--- config.mk ---
export PLATFORM = sky130hd
export DESIGN_NAME = ttd_top
export DESIGN_NICKNAME = d
export VERILOG_FILES = /design/src/ttd_debounce.v /design/src/ttd_tap_event.v /design/src/ttd_top.v
export VERILOG_INCLUDE_DIRS = /design/src
export SDC_FILE = /design/constraint.sdc
export NUM_CORES = 1
export LEC_CHECK = 0
export BUFFER_PORTS_ARGS = -buffer_cell sky130_fd_sc_hd__buf_2
export CAP_MARGIN = 40
export CELL_PAD_IN_SITES_DETAIL_PLACEMENT = 1
export CELL_PAD_IN_SITES_GLOBAL_PLACEMENT = 2
export CORE_ASPECT_RATIO = 0.6
export CORE_MARGIN = 3
export CORE_UTILIZATION = 34
export DETAILED_ROUTE_END_ITERATION = 12
export PLACE_DENSITY_LB_ADDON = 0.1
export SYNTH_ARGS = -nofsm -noshare
export SYNTH_HDL_FRONTEND = slang
export SYNTH_SLANG_ARGS = --single-unit
--- constraint.sdc ---
create_clock -name sys_clk -period 4.26 [get_ports sys_clk]
set_input_delay 0.852 -clock sys_clk [delete_from_list [all_inputs] [get_ports sys_clk]]
set_output_delay 0.852 -clock sys_clk [all_outputs]
set_load 0.05 [all_outputs]
--- src/ttd_map.vh ---
`ifndef TTD_MAP_VH
`define TTD_MAP_VH
// ==========================================================
// register offsets of the motion event block
`define TTD_ADDR_TRN_CFG 8'h1D
`define TTD_ADDR_TRN_SRC 8'h1E
`define TTD_ADDR_TRN_THS 8'h1F
`define TTD_ADDR_TRN_CNT 8'h20
`define TTD_ADDR_TAP_CFG 8'h21
`define TTD_ADDR_TAP_SRC 8'h22
// ==========================================================
// reset values
`define TTD_RST_TRN_CFG 8'h00
`define TTD_RST_TRN_THS 8'h00
`define TTD_RST_TRN_CNT 8'h00
`define TTD_RST_TAP_CFG 8'h00
`define TTD_RST_TAP_SRC 8'h00
// ==========================================================
// transient configuration fields
`define TTD_TCFG_BYP 0
`define TTD_TCFG_XEN 1
`define TTD_TCFG_ZEN 3
`define TTD_TCFG_ELE 4
`define TTD_TCFG_MASK 8'h1F
// threshold register fields
`define TTD_THS_MODE 7
`define TTD_THS_MSB 6
// largest threshold code reached in low noise mode (4g at 0.063g per step)
`define TTD_THS_LN_MAX 7'h3F
// ==========================================================
// tap configuration fields
`define TTD_PCFG_XS 0
`define TTD_PCFG_XD 1
`define TTD_PCFG_YS 2
`define TTD_PCFG_YD 3
`define TTD_PCFG_ZS 4
`define TTD_PCFG_ZD 5
`define TTD_PCFG_ELE 6
`define TTD_PCFG_DPA 7
// tap source fields
`define TTD_PSRC_EA 7
`define TTD_PSRC_DBL 3
// ==========================================================
// debounce step timing: shortest step and the system clock
`define TTD_STEP_BASE_US 1250
`define TTD_CLK_KHZ 10000
// oversampling mode codes
`define TTD_OSM_NORMAL 2'h0
`define TTD_OSM_LOW_POWER_LOW_NOISE_MODE 2'h1
`define TTD_OSM_HIRES 2'h2
`define TTD_OSM_LP 2'h3
`endif

--- src/ttd_debounce.v ---
`default_nettype none
// ==========================================================
// debounce counter for the transient condition
module ttd_debounce (
  input wire sys_clk,
  input wire rstn,
  input wire clk_en,
  input wire step,
  input wire cond,
  input wire mode,
  input wire [7:0] limit,
  output reg event_q,
  output reg [7:0] count_q
);
  reg [7:0] count_d; // next count
  reg event_d; // event declared on this step
  // ==========================================================
  // next count per step
  always @* begin
    count_d = count_q;
    event_d = 1'b0;
    if (step) begin
      if (cond) begin
        // count up, saturate at the programmed count
        if (count_q < limit) begin
          count_d = count_q + 8'h01;
        end else begin
          count_d = limit;
        end
        event_d = (count_d >= limit);
      end else if (mode) begin
        count_d = 8'h00;
      end else if (count_q != 8'h00) begin
        count_d = (count_q > limit) ? limit : count_q - 8'h01;
      end
    end
  end
  // ==========================================================
  // state registers
  always @(posedge sys_clk) begin
    if (!rstn) begin
      count_q <= 8'h00;
      event_q <= 1'b0;
    end else if (clk_en) begin
      count_q <= count_d;
      event_q <= event_d;
    end
  end
endmodule // ttd_debounce
`default_nettype wire

--- src/ttd_tap_event.v ---
`default_nettype none
`include "ttd_map.vh"
// ==========================================================
// tap source status, latching and double tap abort
module ttd_tap_event (
  input wire sys_clk,
  input wire rstn,
  input wire clk_en,
  input wire [7:0] cfg,
  input wire src_rd,
  input wire tap_detected,
  input wire tap_is_double,
  input wire [2:0] tap_axis,
  input wire [2:0] tap_negative,
  input wire tap_pulse_start,
  input wire tap_pulse_end,
  input wire tap_latency_window,
  output reg [7:0] src_q,
  output reg suspend_q
);
  wire [2:0] single_en; // single enables z,y,x
  wire [2:0] double_en; // double enables z,y,x
  wire [2:0] hit; // enabled axes of this event
  wire accept; // event reaches the source register
  wire frozen; // latched status must hold
  reg start_in_lat_q; // pulse began inside latency window
  assign single_en = {cfg[`TTD_PCFG_ZS], cfg[`TTD_PCFG_YS], cfg[`TTD_PCFG_XS]};
  assign double_en = {cfg[`TTD_PCFG_ZD], cfg[`TTD_PCFG_YD], cfg[`TTD_PCFG_XD]};
  assign hit = tap_axis & (tap_is_double ? double_en : single_en);
  // a suspended double tap is dropped
  assign accept = tap_detected & (|hit) & ~(tap_is_double & suspend_q);
  assign frozen = cfg[`TTD_PCFG_ELE] & src_q[`TTD_PSRC_EA] & ~src_rd;
  // ==========================================================
  // source register: set wins over the read clear
  always @(posedge sys_clk) begin
    if (!rstn) begin
      src_q <= `TTD_RST_TAP_SRC;
    end else if (clk_en) begin
      if (accept && !frozen) begin
        src_q <= {1'b1, hit, tap_is_double, tap_negative & hit};
      end else if (src_rd) begin
        src_q <= 8'h00;
      end
    end
  end
  // ==========================================================
  // double tap abort within the latency window
  always @(posedge sys_clk) begin
    if (!rstn) begin
      start_in_lat_q <= 1'b0;
      suspend_q <= 1'b0;
    end else if (clk_en) begin
      if (!tap_latency_window) begin
        // window over: detection resumes
        start_in_lat_q <= 1'b0;
        suspend_q <= 1'b0;
      end else begin
        if (tap_pulse_start) begin
          start_in_lat_q <= 1'b1;
        end
        // abort only when the bit is set, else detection continues
        if (cfg[`TTD_PCFG_DPA] && tap_pulse_end && (start_in_lat_q || tap_pulse_start)) begin
          suspend_q <= 1'b1;
        end
      end
    end
  end
endmodule // ttd_tap_event
`default_nettype wire

--- src/ttd_top.v ---
`default_nettype none
`include "ttd_map.vh"
// How it works
// filtered sample over threshold raises transient flag
// threshold is seven bits, 0.063g steps
// threshold reaches 8g at any full scale
// low noise limits threshold to 4g
// mode bit: up/down or up/clear counting
// eight-bit count sets minimum debounce steps
// step period follows rate and oversampling mode
// threshold, mode bit and count reset zero
// six tap enables, per axis and type
// abort bit clear: double tap continues
// abort bit set: short latency pulse suspends
// latch enable freezes flags, read clears
// tap seen only when axis and type enabled
// tap source bit layout as specified
// tap configuration resets to zero
// transient latch freezes status, read clears
// bypass bit feeds unfiltered data to compare
// direction bit 1 negative, double bit 1
// tap source read clears event and status
// counter steps once, saturates, floors at zero
// zero count declares on first exceeding step
module ttd_top #(
  parameter SMP_W = 10, // signed sample width at the fixed 8g range
  parameter STEP_BASE_CYC = `TTD_STEP_BASE_US * `TTD_CLK_KHZ / 1000, // cycles per 1.25 ms
  parameter STEP_W = 16 // width of the step base counter
) (
  input wire sys_clk,
  input wire rstn,
  input wire clk_en,
  // register port of the serial interface
  input wire [7:0] reg_addr,
  input wire reg_wr,
  input wire [7:0] reg_wdata,
  input wire reg_rd,
  output reg [7:0] reg_rdata_q,
  // sample stream
  input wire sample_valid,
  input wire signed [SMP_W-1:0] hpf_x,
  input wire signed [SMP_W-1:0] hpf_y,
  input wire signed [SMP_W-1:0] hpf_z,
  input wire signed [SMP_W-1:0] raw_x,
  input wire signed [SMP_W-1:0] raw_y,
  input wire signed [SMP_W-1:0] raw_z,
  // system settings held in other registers
  input wire [2:0] output_sample_rate,
  input wire high_resolution_mode,
  input wire low_power_mode,
  input wire low_power_low_noise_mode,
  input wire low_noise_enable,
  // tap detector front end
  input wire tap_detected,
  input wire tap_is_double,
  input wire [2:0] tap_axis,
  input wire [2:0] tap_negative,
  input wire tap_pulse_start,
  input wire tap_pulse_end,
  input wire tap_latency_window,
  // event outputs
  output wire transient_active,
  output reg transient_event_q,
  output wire tap_active,
  output wire double_tap_suspend
);
  // ==========================================================
  // register storage
  reg [7:0] trn_cfg_q; // transient configuration
  reg [7:0] trn_ths_q; // mode bit and threshold
  reg [7:0] trn_cnt_q; // debounce count
  reg [7:0] tap_cfg_q; // tap configuration
  reg trn_ea_q; // transient event active
  reg [2:0] trn_axis_q; // transient axis flags z,y,x
  reg [2:0] trn_pol_q; // transient polarity z,y,x
  reg [2:0] exceed_q; // axes over threshold, last sample
  reg [2:0] neg_q; // axes negative, last sample
  reg [7:0] rdata_d; // read mux output
  // decode strobes
  wire wr_cfg; // write transient configuration
  wire wr_ths; // write threshold
  wire wr_cnt; // write debounce count
  wire wr_tap; // write tap configuration
  wire trn_src_rd; // read of transient source
  wire tap_src_rd; // read of tap source
  // transient datapath
  wire bypass; // compare raw data
  wire trn_latch; // transient latch enable
  wire [2:0] axis_en; // axis enables z,y,x
  wire [6:0] ths_eff; // threshold after low noise clamp
  wire [3*SMP_W-1:0] hpf_all; // filtered samples z,y,x
  wire [3*SMP_W-1:0] raw_all; // raw samples z,y,x
  wire [2:0] exceed; // per-axis compare result
  wire [2:0] negative; // per-axis sign
  wire step; // debounce step pulse
  wire deb_event; // debounce declares event
  wire [7:0] tap_src; // tap source register
  wire trn_frozen; // latched transient status held
  // step generator
  reg [STEP_W-1:0] base_cnt_q; // cycles within 1.25 ms
  reg [7:0] mult_cnt_q; // base periods within one step
  reg [1:0] osm; // oversampling mode code
  reg [7:0] step_mult; // base periods per step
  reg step_q; // step pulse seen on the last edge
  // ==========================================================
  // address decode
  assign wr_cfg = reg_wr && (reg_addr == `TTD_ADDR_TRN_CFG);
  assign wr_ths = reg_wr && (reg_addr == `TTD_ADDR_TRN_THS);
  assign wr_cnt = reg_wr && (reg_addr == `TTD_ADDR_TRN_CNT);
  assign wr_tap = reg_wr && (reg_addr == `TTD_ADDR_TAP_CFG);
  assign trn_src_rd = reg_rd && (reg_addr == `TTD_ADDR_TRN_SRC);
  assign tap_src_rd = reg_rd && (reg_addr == `TTD_ADDR_TAP_SRC);
  // ==========================================================
  // writable registers
  always @(posedge sys_clk) begin
    if (!rstn) begin
      trn_cfg_q <= `TTD_RST_TRN_CFG;
      trn_ths_q <= `TTD_RST_TRN_THS;
      trn_cnt_q <= `TTD_RST_TRN_CNT;
      tap_cfg_q <= `TTD_RST_TAP_CFG;
    end else if (clk_en) begin
      if (wr_cfg) begin
        // upper bits are reserved and stay zero
        trn_cfg_q <= reg_wdata & `TTD_TCFG_MASK;
      end
      if (wr_ths) begin
        trn_ths_q <= reg_wdata;
      end
      if (wr_cnt) begin
        trn_cnt_q <= reg_wdata;
      end
      if (wr_tap) begin
        tap_cfg_q <= reg_wdata;
      end
    end
  end
  // ==========================================================
  // configuration fields
  assign bypass = trn_cfg_q[`TTD_TCFG_BYP];
  assign trn_latch = trn_cfg_q[`TTD_TCFG_ELE];
  assign axis_en = trn_cfg_q[`TTD_TCFG_ZEN:`TTD_TCFG_XEN];
  // low noise mode caps the threshold at 4g
  assign ths_eff = (low_noise_enable && (trn_ths_q[`TTD_THS_MSB:0] > `TTD_THS_LN_MAX)) ?
                   `TTD_THS_LN_MAX : trn_ths_q[`TTD_THS_MSB:0];
  assign hpf_all = {hpf_z, hpf_y, hpf_x};
  assign raw_all = {raw_z, raw_y, raw_x};
  // ==========================================================
  // per-axis magnitude compare; samples are always at the 8g
  // scale, so the full scale setting never narrows the range
  genvar gi;
  generate
    for (gi = 0; gi < 3; gi = gi + 1) begin : g_axis
      wire [SMP_W-1:0] smp; // selected sample
      wire [SMP_W-1:0] mag; // unsigned magnitude
      wire [6:0] mag_code; // magnitude in threshold steps
      assign smp = bypass ? raw_all[gi*SMP_W +: SMP_W] : hpf_all[gi*SMP_W +: SMP_W];
      assign mag = smp[SMP_W-1] ? (~smp + {{(SMP_W-1){1'b0}}, 1'b1}) : smp;
      // the most negative sample saturates to the top code
      assign mag_code = mag[SMP_W-1] ? 7'h7F : mag[SMP_W-2:SMP_W-8];
      assign exceed[gi] = axis_en[gi] && (mag_code > ths_eff);
      assign negative[gi] = smp[SMP_W-1];
    end
  endgenerate
  // ==========================================================
  // hold the latest sample result until the next valid sample
  always @(posedge sys_clk) begin
    if (!rstn) begin
      exceed_q <= 3'h0;
      neg_q <= 3'h0;
      step_q <= 1'b0;
    end else if (clk_en) begin
      step_q <= step;
      if (sample_valid) begin
        exceed_q <= exceed;
        neg_q <= negative;
      end
    end
  end
  // ==========================================================
  // step length in 1.25 ms units from rate and mode
  always @* begin
    if (high_resolution_mode) begin
      osm = `TTD_OSM_HIRES;
    end else if (low_power_mode) begin
      osm = `TTD_OSM_LP;
    end else if (low_power_low_noise_mode) begin
      osm = `TTD_OSM_LOW_POWER_LOW_NOISE_MODE;
    end else begin
      osm = `TTD_OSM_NORMAL;
    end
  end
  always @* begin
    case (output_sample_rate)
      3'h0: step_mult = 8'h01; // 800 Hz
      3'h1: step_mult = 8'h02; // 400 Hz
      3'h2: step_mult = 8'h04; // 200 Hz
      3'h3: step_mult = 8'h08; // 100 Hz
      3'h4: step_mult = 8'h10; // 50 Hz
      3'h5: step_mult = (osm == `TTD_OSM_NORMAL) ? 8'h10 : 8'h40; // 12.5 Hz
      default: begin
        // 6.25 Hz and 1.56 Hz
        if (osm == `TTD_OSM_NORMAL) begin
          step_mult = 8'h10;
        end else if (osm == `TTD_OSM_LP) begin
          step_mult = 8'h80;
        end else begin
          step_mult = 8'h40;
        end
      end
    endcase
    // high resolution never steps slower than 2.5 ms
    if ((osm == `TTD_OSM_HIRES) && (step_mult > 8'h02)) begin
      step_mult = 8'h02;
    end
  end
  // ==========================================================
  // step pulse generator
  assign step = (base_cnt_q == STEP_BASE_CYC[STEP_W-1:0] - 1'b1) && (mult_cnt_q >= step_mult - 8'h01);
  always @(posedge sys_clk) begin
    if (!rstn) begin
      base_cnt_q <= {STEP_W{1'b0}};
      mult_cnt_q <= 8'h00;
    end else if (clk_en) begin
      if (base_cnt_q == STEP_BASE_CYC[STEP_W-1:0] - 1'b1) begin
        base_cnt_q <= {STEP_W{1'b0}};
        // each step restarts the count of base periods
        if (step) begin
          mult_cnt_q <= 8'h00;
        end else begin
          mult_cnt_q <= mult_cnt_q + 8'h01;
        end
      end else begin
        base_cnt_q <= base_cnt_q + 1'b1;
      end
    end
  end
  // ==========================================================
  // debounce counter
  ttd_debounce u_debounce (
    .sys_clk(sys_clk),
    .rstn(rstn),
    .clk_en(clk_en),
    .step(step),
    .cond(|exceed_q),
    .mode(trn_ths_q[`TTD_THS_MODE]),
    .limit(trn_cnt_q),
    .event_q(deb_event),
    .count_q()
  );
  // ==========================================================
  // transient source register
  assign trn_frozen = trn_latch && trn_ea_q && !trn_src_rd;
  always @(posedge sys_clk) begin
    if (!rstn) begin
      trn_ea_q <= 1'b0;
      trn_axis_q <= 3'h0;
      trn_pol_q <= 3'h0;
      transient_event_q <= 1'b0;
    end else if (clk_en) begin
      transient_event_q <= deb_event;
      if (deb_event && !trn_frozen) begin
        // new event wins over a same-cycle read
        trn_ea_q <= 1'b1;
        trn_axis_q <= exceed_q;
        trn_pol_q <= neg_q & exceed_q;
      end else if (trn_src_rd) begin
        trn_ea_q <= 1'b0;
        trn_axis_q <= 3'h0;
        trn_pol_q <= 3'h0;
      end else if (step_q && !trn_latch && !deb_event) begin
        // unlatched flags follow the live condition; the verdict
        // of a step arrives one cycle after it, so no flicker
        trn_ea_q <= 1'b0;
        trn_axis_q <= 3'h0;
        trn_pol_q <= 3'h0;
      end
    end
  end
  assign transient_active = trn_ea_q;
  // ==========================================================
  // tap status
  ttd_tap_event u_tap (
    .sys_clk(sys_clk),
    .rstn(rstn),
    .clk_en(clk_en),
    .cfg(tap_cfg_q),
    .src_rd(tap_src_rd),
    .tap_detected(tap_detected),
    .tap_is_double(tap_is_double),
    .tap_axis(tap_axis),
    .tap_negative(tap_negative),
    .tap_pulse_start(tap_pulse_start),
    .tap_pulse_end(tap_pulse_end),
    .tap_latency_window(tap_latency_window),
    .src_q(tap_src),
    .suspend_q(double_tap_suspend)
  );
  assign tap_active = tap_src[`TTD_PSRC_EA];
  // ==========================================================
  // read mux; unmapped offsets read zero
  always @* begin
    case (reg_addr)
      `TTD_ADDR_TRN_CFG: rdata_d = trn_cfg_q;
      `TTD_ADDR_TRN_SRC: rdata_d = {1'b0, trn_ea_q, trn_axis_q[2], trn_pol_q[2],
                                    trn_axis_q[1], trn_pol_q[1], trn_axis_q[0], trn_pol_q[0]};
      `TTD_ADDR_TRN_THS: rdata_d = trn_ths_q;
      `TTD_ADDR_TRN_CNT: rdata_d = trn_cnt_q;
      `TTD_ADDR_TAP_CFG: rdata_d = tap_cfg_q;
      `TTD_ADDR_TAP_SRC: rdata_d = tap_src;
      default: rdata_d = 8'h00;
    endcase
  end
  // read data registered one cycle after the strobe
  always @(posedge sys_clk) begin
    if (!rstn) begin
      reg_rdata_q <= 8'h00;
    end else if (clk_en) begin
      if (reg_rd) begin
        reg_rdata_q <= rdata_d;
      end
    end
  end
endmodule // ttd_top
`default_nettype wire

---- Yosys cells after proc, flatten, opt, wreduce, memory -nomap -nowiden ----
Cells that the tools add are included.
storage, ports and cells
  logic and storage cells ................. 155
  input bits .............................. 100
  register bits after elaboration ......... 95
cells by class
  eq/ne operators ......................... 16
  bitwise operators ....................... 13
  magnitude comparators ................... 9
  reductions and logical operators ........ 46
  muxes and demuxes ....................... 44
  add/subtract/negate cells ............... 8
operators with widths
  operator                 count
  $mux W8                  13
  $pmux W8 S6              2
  $mux W10                 6
  $mux W7                  5
  $add A10 B1 Y10 const B  3
  $not A10 Y10             3
  $eq A8 B5 Y1 const B     3
  $eq A8 B6 Y1 const B     3
  $reduce_and A2 Y1        11
  $gt A7 B7 Y1             3
  $logic_and A1 B1 Y1      20
  $add A16 B1 Y16 const B  1
  $add A8 B1 Y8 const B    2
  $eq A16 B14 Y1 const B   1
  $ge A8 B8 Y1             2
  $mux W16                 1
  $sub A8 B1 Y8 const B    2
  $mux W3                  5
  $mux W1                  10
  $and A3 B3 Y3            3
  $gt A8 B2 Y1 const B     1
  $gt A8 B8 Y1             1
  $lt A8 B8 Y1             1
  $reduce_bool A8 Y1       1
  18 further kinds         33

---- Longest topological paths before layout ----
  depth after elaboration ................. 17
  mapped depth ............................ 19

---- Hierarchy ----
Synthesis repeated with hierarchy kept, for this count alone.
second synthesis, totals
  cell total of the unflattened synthesis .. 883
  area total of the unflattened synthesis .. 7116.8 µm²
by module, submodules not included
  module         instances  cells each  area each (µm²)
  ttd_top        1          655         5358.9
  ttd_debounce   1          170         1252.5
  ttd_tap_event  1          58          505.5

---- Least setup slack after synthesis ----
No wires, ideal clock.
  path type ............................... input port to flip-flop
  from .................................... input low_power_mode
  to ...................................... register u_debounce.count_q[1]
  arrival time ............................ 3.790 ns
  setup slack ............................. 0.349 ns
  stages .................................. 15
  required time ........................... 4.138 ns
  cell sequence ........................... or2_2 ha_1 o41ai_1 nand2_1 nand3_1 ha_1 o21ai_0 xnor2_1 ha_1 o2111ai_1 o21ai_0 and2_1 nand3b_1 a221oi_1 nor2_1
between the ends
  cells in the longest elaborated chain, start to end .. 13
  elaborated cells on any way between the ends .. 16
  classes of those cells .................. 1 x add/sub; 2 x order compare; 2 x eq/ne; 7 x mux; 4 x reduce/logical
RTL lines
  what                             RTL line           RTL
  start: declaration               ttd_top.v:50       input wire low_power_mode,
  $mux W2 (*)                      ttd_top.v:184      end else if (low_power_mode) begin
  $mux W2 (*)                      ttd_top.v:182      if (high_resolution_mode) begin
  $eq A2 B2 Y1 (no line)           n/a
  $mux W8                          ttd_top.v:204      end else if (osm == `TTD_OSM_LP) begin
  $mux W8                          ttd_top.v:202      if (osm == `TTD_OSM_NORMAL) begin
  $pmux W8 S6                      ttd_top.v:193      case (output_sample_rate)
  $gt A8 B2 Y1                     ttd_top.v:212      if ((osm == `TTD_OSM_HIRES) && (step_mult > 8'h02)) begin
  $logic_and A1 B1 Y1              ttd_top.v:212
  $mux W8 (*)                      ttd_top.v:212
  $sub A8 B1 Y8 (*)                ttd_top.v:218      assign step = (base_cnt_q == STEP_BASE_CYC[STEP_W-1:0] - 1'b1) && (mult_cnt_q >= step_mult - 8'h01);
  $ge A8 B8 Y1 (*)                 ttd_top.v:218
  $logic_and A1 B1 Y1 (*)          ttd_top.v:218
  $reduce_and A3 Y1 (no line) (*)  n/a
  end signal: assignment           ttd_debounce.v:45  count_q <= count_d;
  end: declaration                 ttd_debounce.v:13  output reg [7:0] count_q
Every way passes the cells marked *; elsewhere a longest branch is shown, timed or not.
A chain may end at the register's enable or synchronous reset.

---- Worst setup path in the final report ----
  from .................................... input low_power_mode
  to ...................................... register mult_cnt_q[0]
between the ends
  cells in the longest elaborated chain, start to end .. 13
  elaborated cells on any way between the ends .. 16
  classes of those cells .................. 1 x add/sub; 2 x order compare; 2 x eq/ne; 8 x mux; 3 x reduce/logical
RTL lines
  what                     RTL line       RTL
  $mux W2 (*)              ttd_top.v:184
  $mux W2 (*)              ttd_top.v:182
  $eq A2 B2 Y1 (no line)   n/a
  $mux W8                  ttd_top.v:204
  $mux W8                  ttd_top.v:202
  $pmux W8 S6              ttd_top.v:193
  $gt A8 B2 Y1             ttd_top.v:212
  $logic_and A1 B1 Y1      ttd_top.v:212
  $mux W8 (*)              ttd_top.v:212
  $sub A8 B1 Y8 (*)        ttd_top.v:218
  $ge A8 B8 Y1 (*)         ttd_top.v:218
  $logic_and A1 B1 Y1 (*)  ttd_top.v:218
  $mux W8 (*)              ttd_top.v:227  if (step) begin
  end signal: assignment   ttd_top.v:230  mult_cnt_q <= mult_cnt_q + 8'h01;
  end: declaration         ttd_top.v:101  reg [7:0] mult_cnt_q;
Marks and branches as above.

==> results_dict.tcl <==
set metrics [dict create \
    rsz0062_at_grt "false" \
    ctsResizeCount 0 \
    yosysWarnings 0 \
    mostFrequentLayoutCells "114 x nand2_1, 111 x buf_2, 94 x dfxtp_1" \
    clock_sinks 95 \
    final_util 0.4148 \
    cts_buffers 9 \
    num_io_pins 112 \
    synthDistinctLibCells 66 \
    die_h_um 115.8 \
    crit_chain "buf_2, or2_2, ha_1, o41ai_2, nand2_1, nand3_1, ha_1, o21ai_1, o31a_1, nand2_1, ha_1, o21ai_0, or2b_2, and2_2, nor3_1, a21oi_1, nor2b_1" \
    drt_first_pass_iters 5 \
    max_stage_delay_ns 0.42 \
    finalNetCount 1090 \
    hpwl_um 18740 \
    post_cts_buffers 0 \
    drc_errors 0 \
    antenna_found_initial 0 \
    layout.cells.most_common "nand2_1" \
    crit_path_top_delay_cell "o41ai_2" \
    wire_per_inst_um 19.18 \
    fillers 2394 \
    holdWs_ns 0.4776 \
    synth_ff_type "dfxtp_1" \
    setup.worst_path.class "in -> reg" \
    vias_per_cell 5.438 \
    syn_area_per_cell_sq_um 8.246 \
    period_needed_ns 3.964 \
    p_leak_nw 3.307 \
    layout_worst_path_cycle_share 0.9305 \
    overflow 0 \
    max_freq_ghz 0.2523 \
    finalSetupViolations 0 \
    h-tree-depth 3 \
    cp.arrival_ns 4.26 \
    grt_pass1_vias 6726 \
    finalClockSkew_ns 0.009987 \
    end_kind "flip-flop" \
    worstMarginPinSlew_ns 0.8358 \
    start_util 0.3525 \
    async_flop_share 0 \
    drt-total-wl_um 23150 \
    gp_congestion 0.8439 \
    syn2layout_area_growth_pct 17.70 \
    vdd_ir_drop_max_uv 189.4 \
    insertion_delay_ns 0.36 \
    drive_above_1_share 0.1881 \
    syn_area_sq_mm 0.006828 \
    grt_max_degree 50 \
    yosysTopAreaCell "dfxtp_1" \
    ctsHoldBuffers 0 \
    path_common_cell "ha_1" \
    relSlewSlack 0.4428 \
    drv_slew 0 \
    hp-class "reg -> reg" \
    yosys-top-cells-area "dfxtp_1 28%, ha_1 9.9%, mux2i_1 8.5%, nand2_1 6.3%, a21boi_0 4.4%" \
    synth.yosys.seq_area_share 0.2785 \
    final-seq-area_sq_mm 0.001903 \
    ys_ff_latch 95 \
    core.rowCount 39 \
    powerDensity_mw_per_mm2 260.4 \
    core_sq_mm 0.01937 \
    ant_nets 0 \
    vias 6564 \
    dieArea_sq_mm 0.02187 \
    synth_top_cell_area_share 0.2785 \
    worst_setup_path_start_kind "primary input" \
    cts_root_buf "clkbuf_16" \
    synth_edf_count 0 \
    tritoncts "yes" \
    die_w_um 188.9 \
    drtIter0Drc 360 \
    drv_cap 0 \
    clock_path_buffers 2 \
    grt_first_pass_wirelength_um 36890 \
    syn_inst 828 \
    clkSlewWorstSetupHoldPaths_ns 0.07 \
    required_ns 4.55 \
    critical_path_peak_fanout 4 \
    insertedDiodeCount 0 \
    track_usage 0.2133 \
    syn_nets 982 \
    port-buffer-count 111 \
    multiInputGateArea_sq_mm 0.004717 \
    status "finished, final reports clean" \
    hold_viol 0 \
]
## worst paths after layout
| check | start | end | slack [ns] | cells after the start |
|---|---|---|---|---|
| setup / recovery | low_power_mode | mult_cnt_q[0]$_SDFFE_PN0P_ | 0.30 | 17 |
| hold / removal | reg_rdata_q[0]$_SDFFE_PN0P_ | reg_rdata_q[0]$_SDFFE_PN0P_ | 0.48 | 2 |
| setup reg to reg | trn_cfg_q[0]$_SDFFE_PN0P_ | exceed_q[1]$_SDFFE_PN0P_ | 0.45 | 15 |
| hold reg to reg | reg_rdata_q[0]$_SDFFE_PN0P_ | reg_rdata_q[0]$_SDFFE_PN0P_ | 0.48 | 2 |
## through the flow
stage | setup slack, ns | std cells | setup TNS [ns] | cell area [sq um] | power [mW]
2_1_floorplan | 0.3488 | 828 | 0 | 6828 | 1.093
3_3_place_gp | -0.04022 | 1191 | -0.1482 | 7692 | 1.190
3_5_place_dp | -0.2729 | 1191 | -2.889 | 7692 | 1.208
4_1_cts | 0.06916 | 1207 | 0 | 8021 | 2.117
5_1_grt | 0.009316 | 1207 | 0 | 8036 | 2.190
6_report | 0.2962 | 1207 | 0 | 8036 | 2.093
## cell families (layout without fill, tap and decap cells)
| group | Yosys count | after routing | synth area share |
|---|---|---|---|
| DFF | 95 | 95 | 0.2785 |
| AOI/OAI and AO/OA | 175 | 175 | 0.1761 |
| adders and majority gates | 54 | 54 | 0.09896 |
| xor gates and xnor gates | 50 | 50 | 0.06414 |
| buffers and inverters | 52 | 165 | 0.03280 |
| muxes | 73 | 73 | 0.1098 |
| and+or+nand+nor | 329 | 329 | 0.2397 |
## report_power, final
part / switching (mW) / internal [mW] / total (mW)
registers: 0.00489 / 0.894 / 0.899
logic: 0.164 / 0.126 / 0.290
clock network: 0.381 / 0.523 / 0.904
total: 0.550 / 1.54 / 2.09
## final cells by class
cell class,instances,area share
Clock inverter,7,0.01292
Timing Repair Buffer,126,0.08314
Tap cell,266,0.04141
Inverter,23,0.01074
Multi-Input combinational cell,681,0.5870
Sequential cell,95,0.2368
Clock buffer,9,0.02802
## synth_stat cells (all sizes together), types with 7 or more instances
cell and count:
a21boi 40, a21oi 30, a221oi 9, a22oi 7, and2 7, and3 10
buf 11, clkbuf 18, dfxtp 95, ha 54, inv 23, mux2 15
mux2i 58, nand2 114, nand3 26, nand4 24, nor2 68, nor2b 25
nor3 18, o211ai 7, o21a 7, o21ai 36, xnor2 17, xor2 33
## sequential cells by signal, summed over array words and instances, names as in the netlist, 3 cells and up
| name | count |
|---|---|
| trn_cfg_q | 5 |
| trn_pol_q | 3 |
| u_debounce.count_q | 8 |
| tap_cfg_q | 8 |
| neg_q | 3 |
| exceed_q | 3 |
| trn_axis_q | 3 |
| base_cnt_q | 16 |
| reg_rdata_q | 8 |
| trn_cnt_q | 8 |
| mult_cnt_q | 8 |
| u_tap.src_q | 8 |
| trn_ths_q | 8 |
## worst max-delay path, delay by kind of cell
family          cells  cell delay [ns]
simple gates        8             1.54
buf+inv             1             0.10
fa+ha+maj           3             0.64
compound gates      5             1.11
## metal layers
| metal | track usage | part of all wire |
|---|---|---|
| met1 | 0.3163 | 0.53 |
| met2 | 0.3280 | 0.42 |
| met3 | 0.04262 | 0.046 |
| met4 | 0.02826 | 0.0050 |
| met5 | 0 | 0 |
No activity file was read; power rests on OpenSTA's default activity.
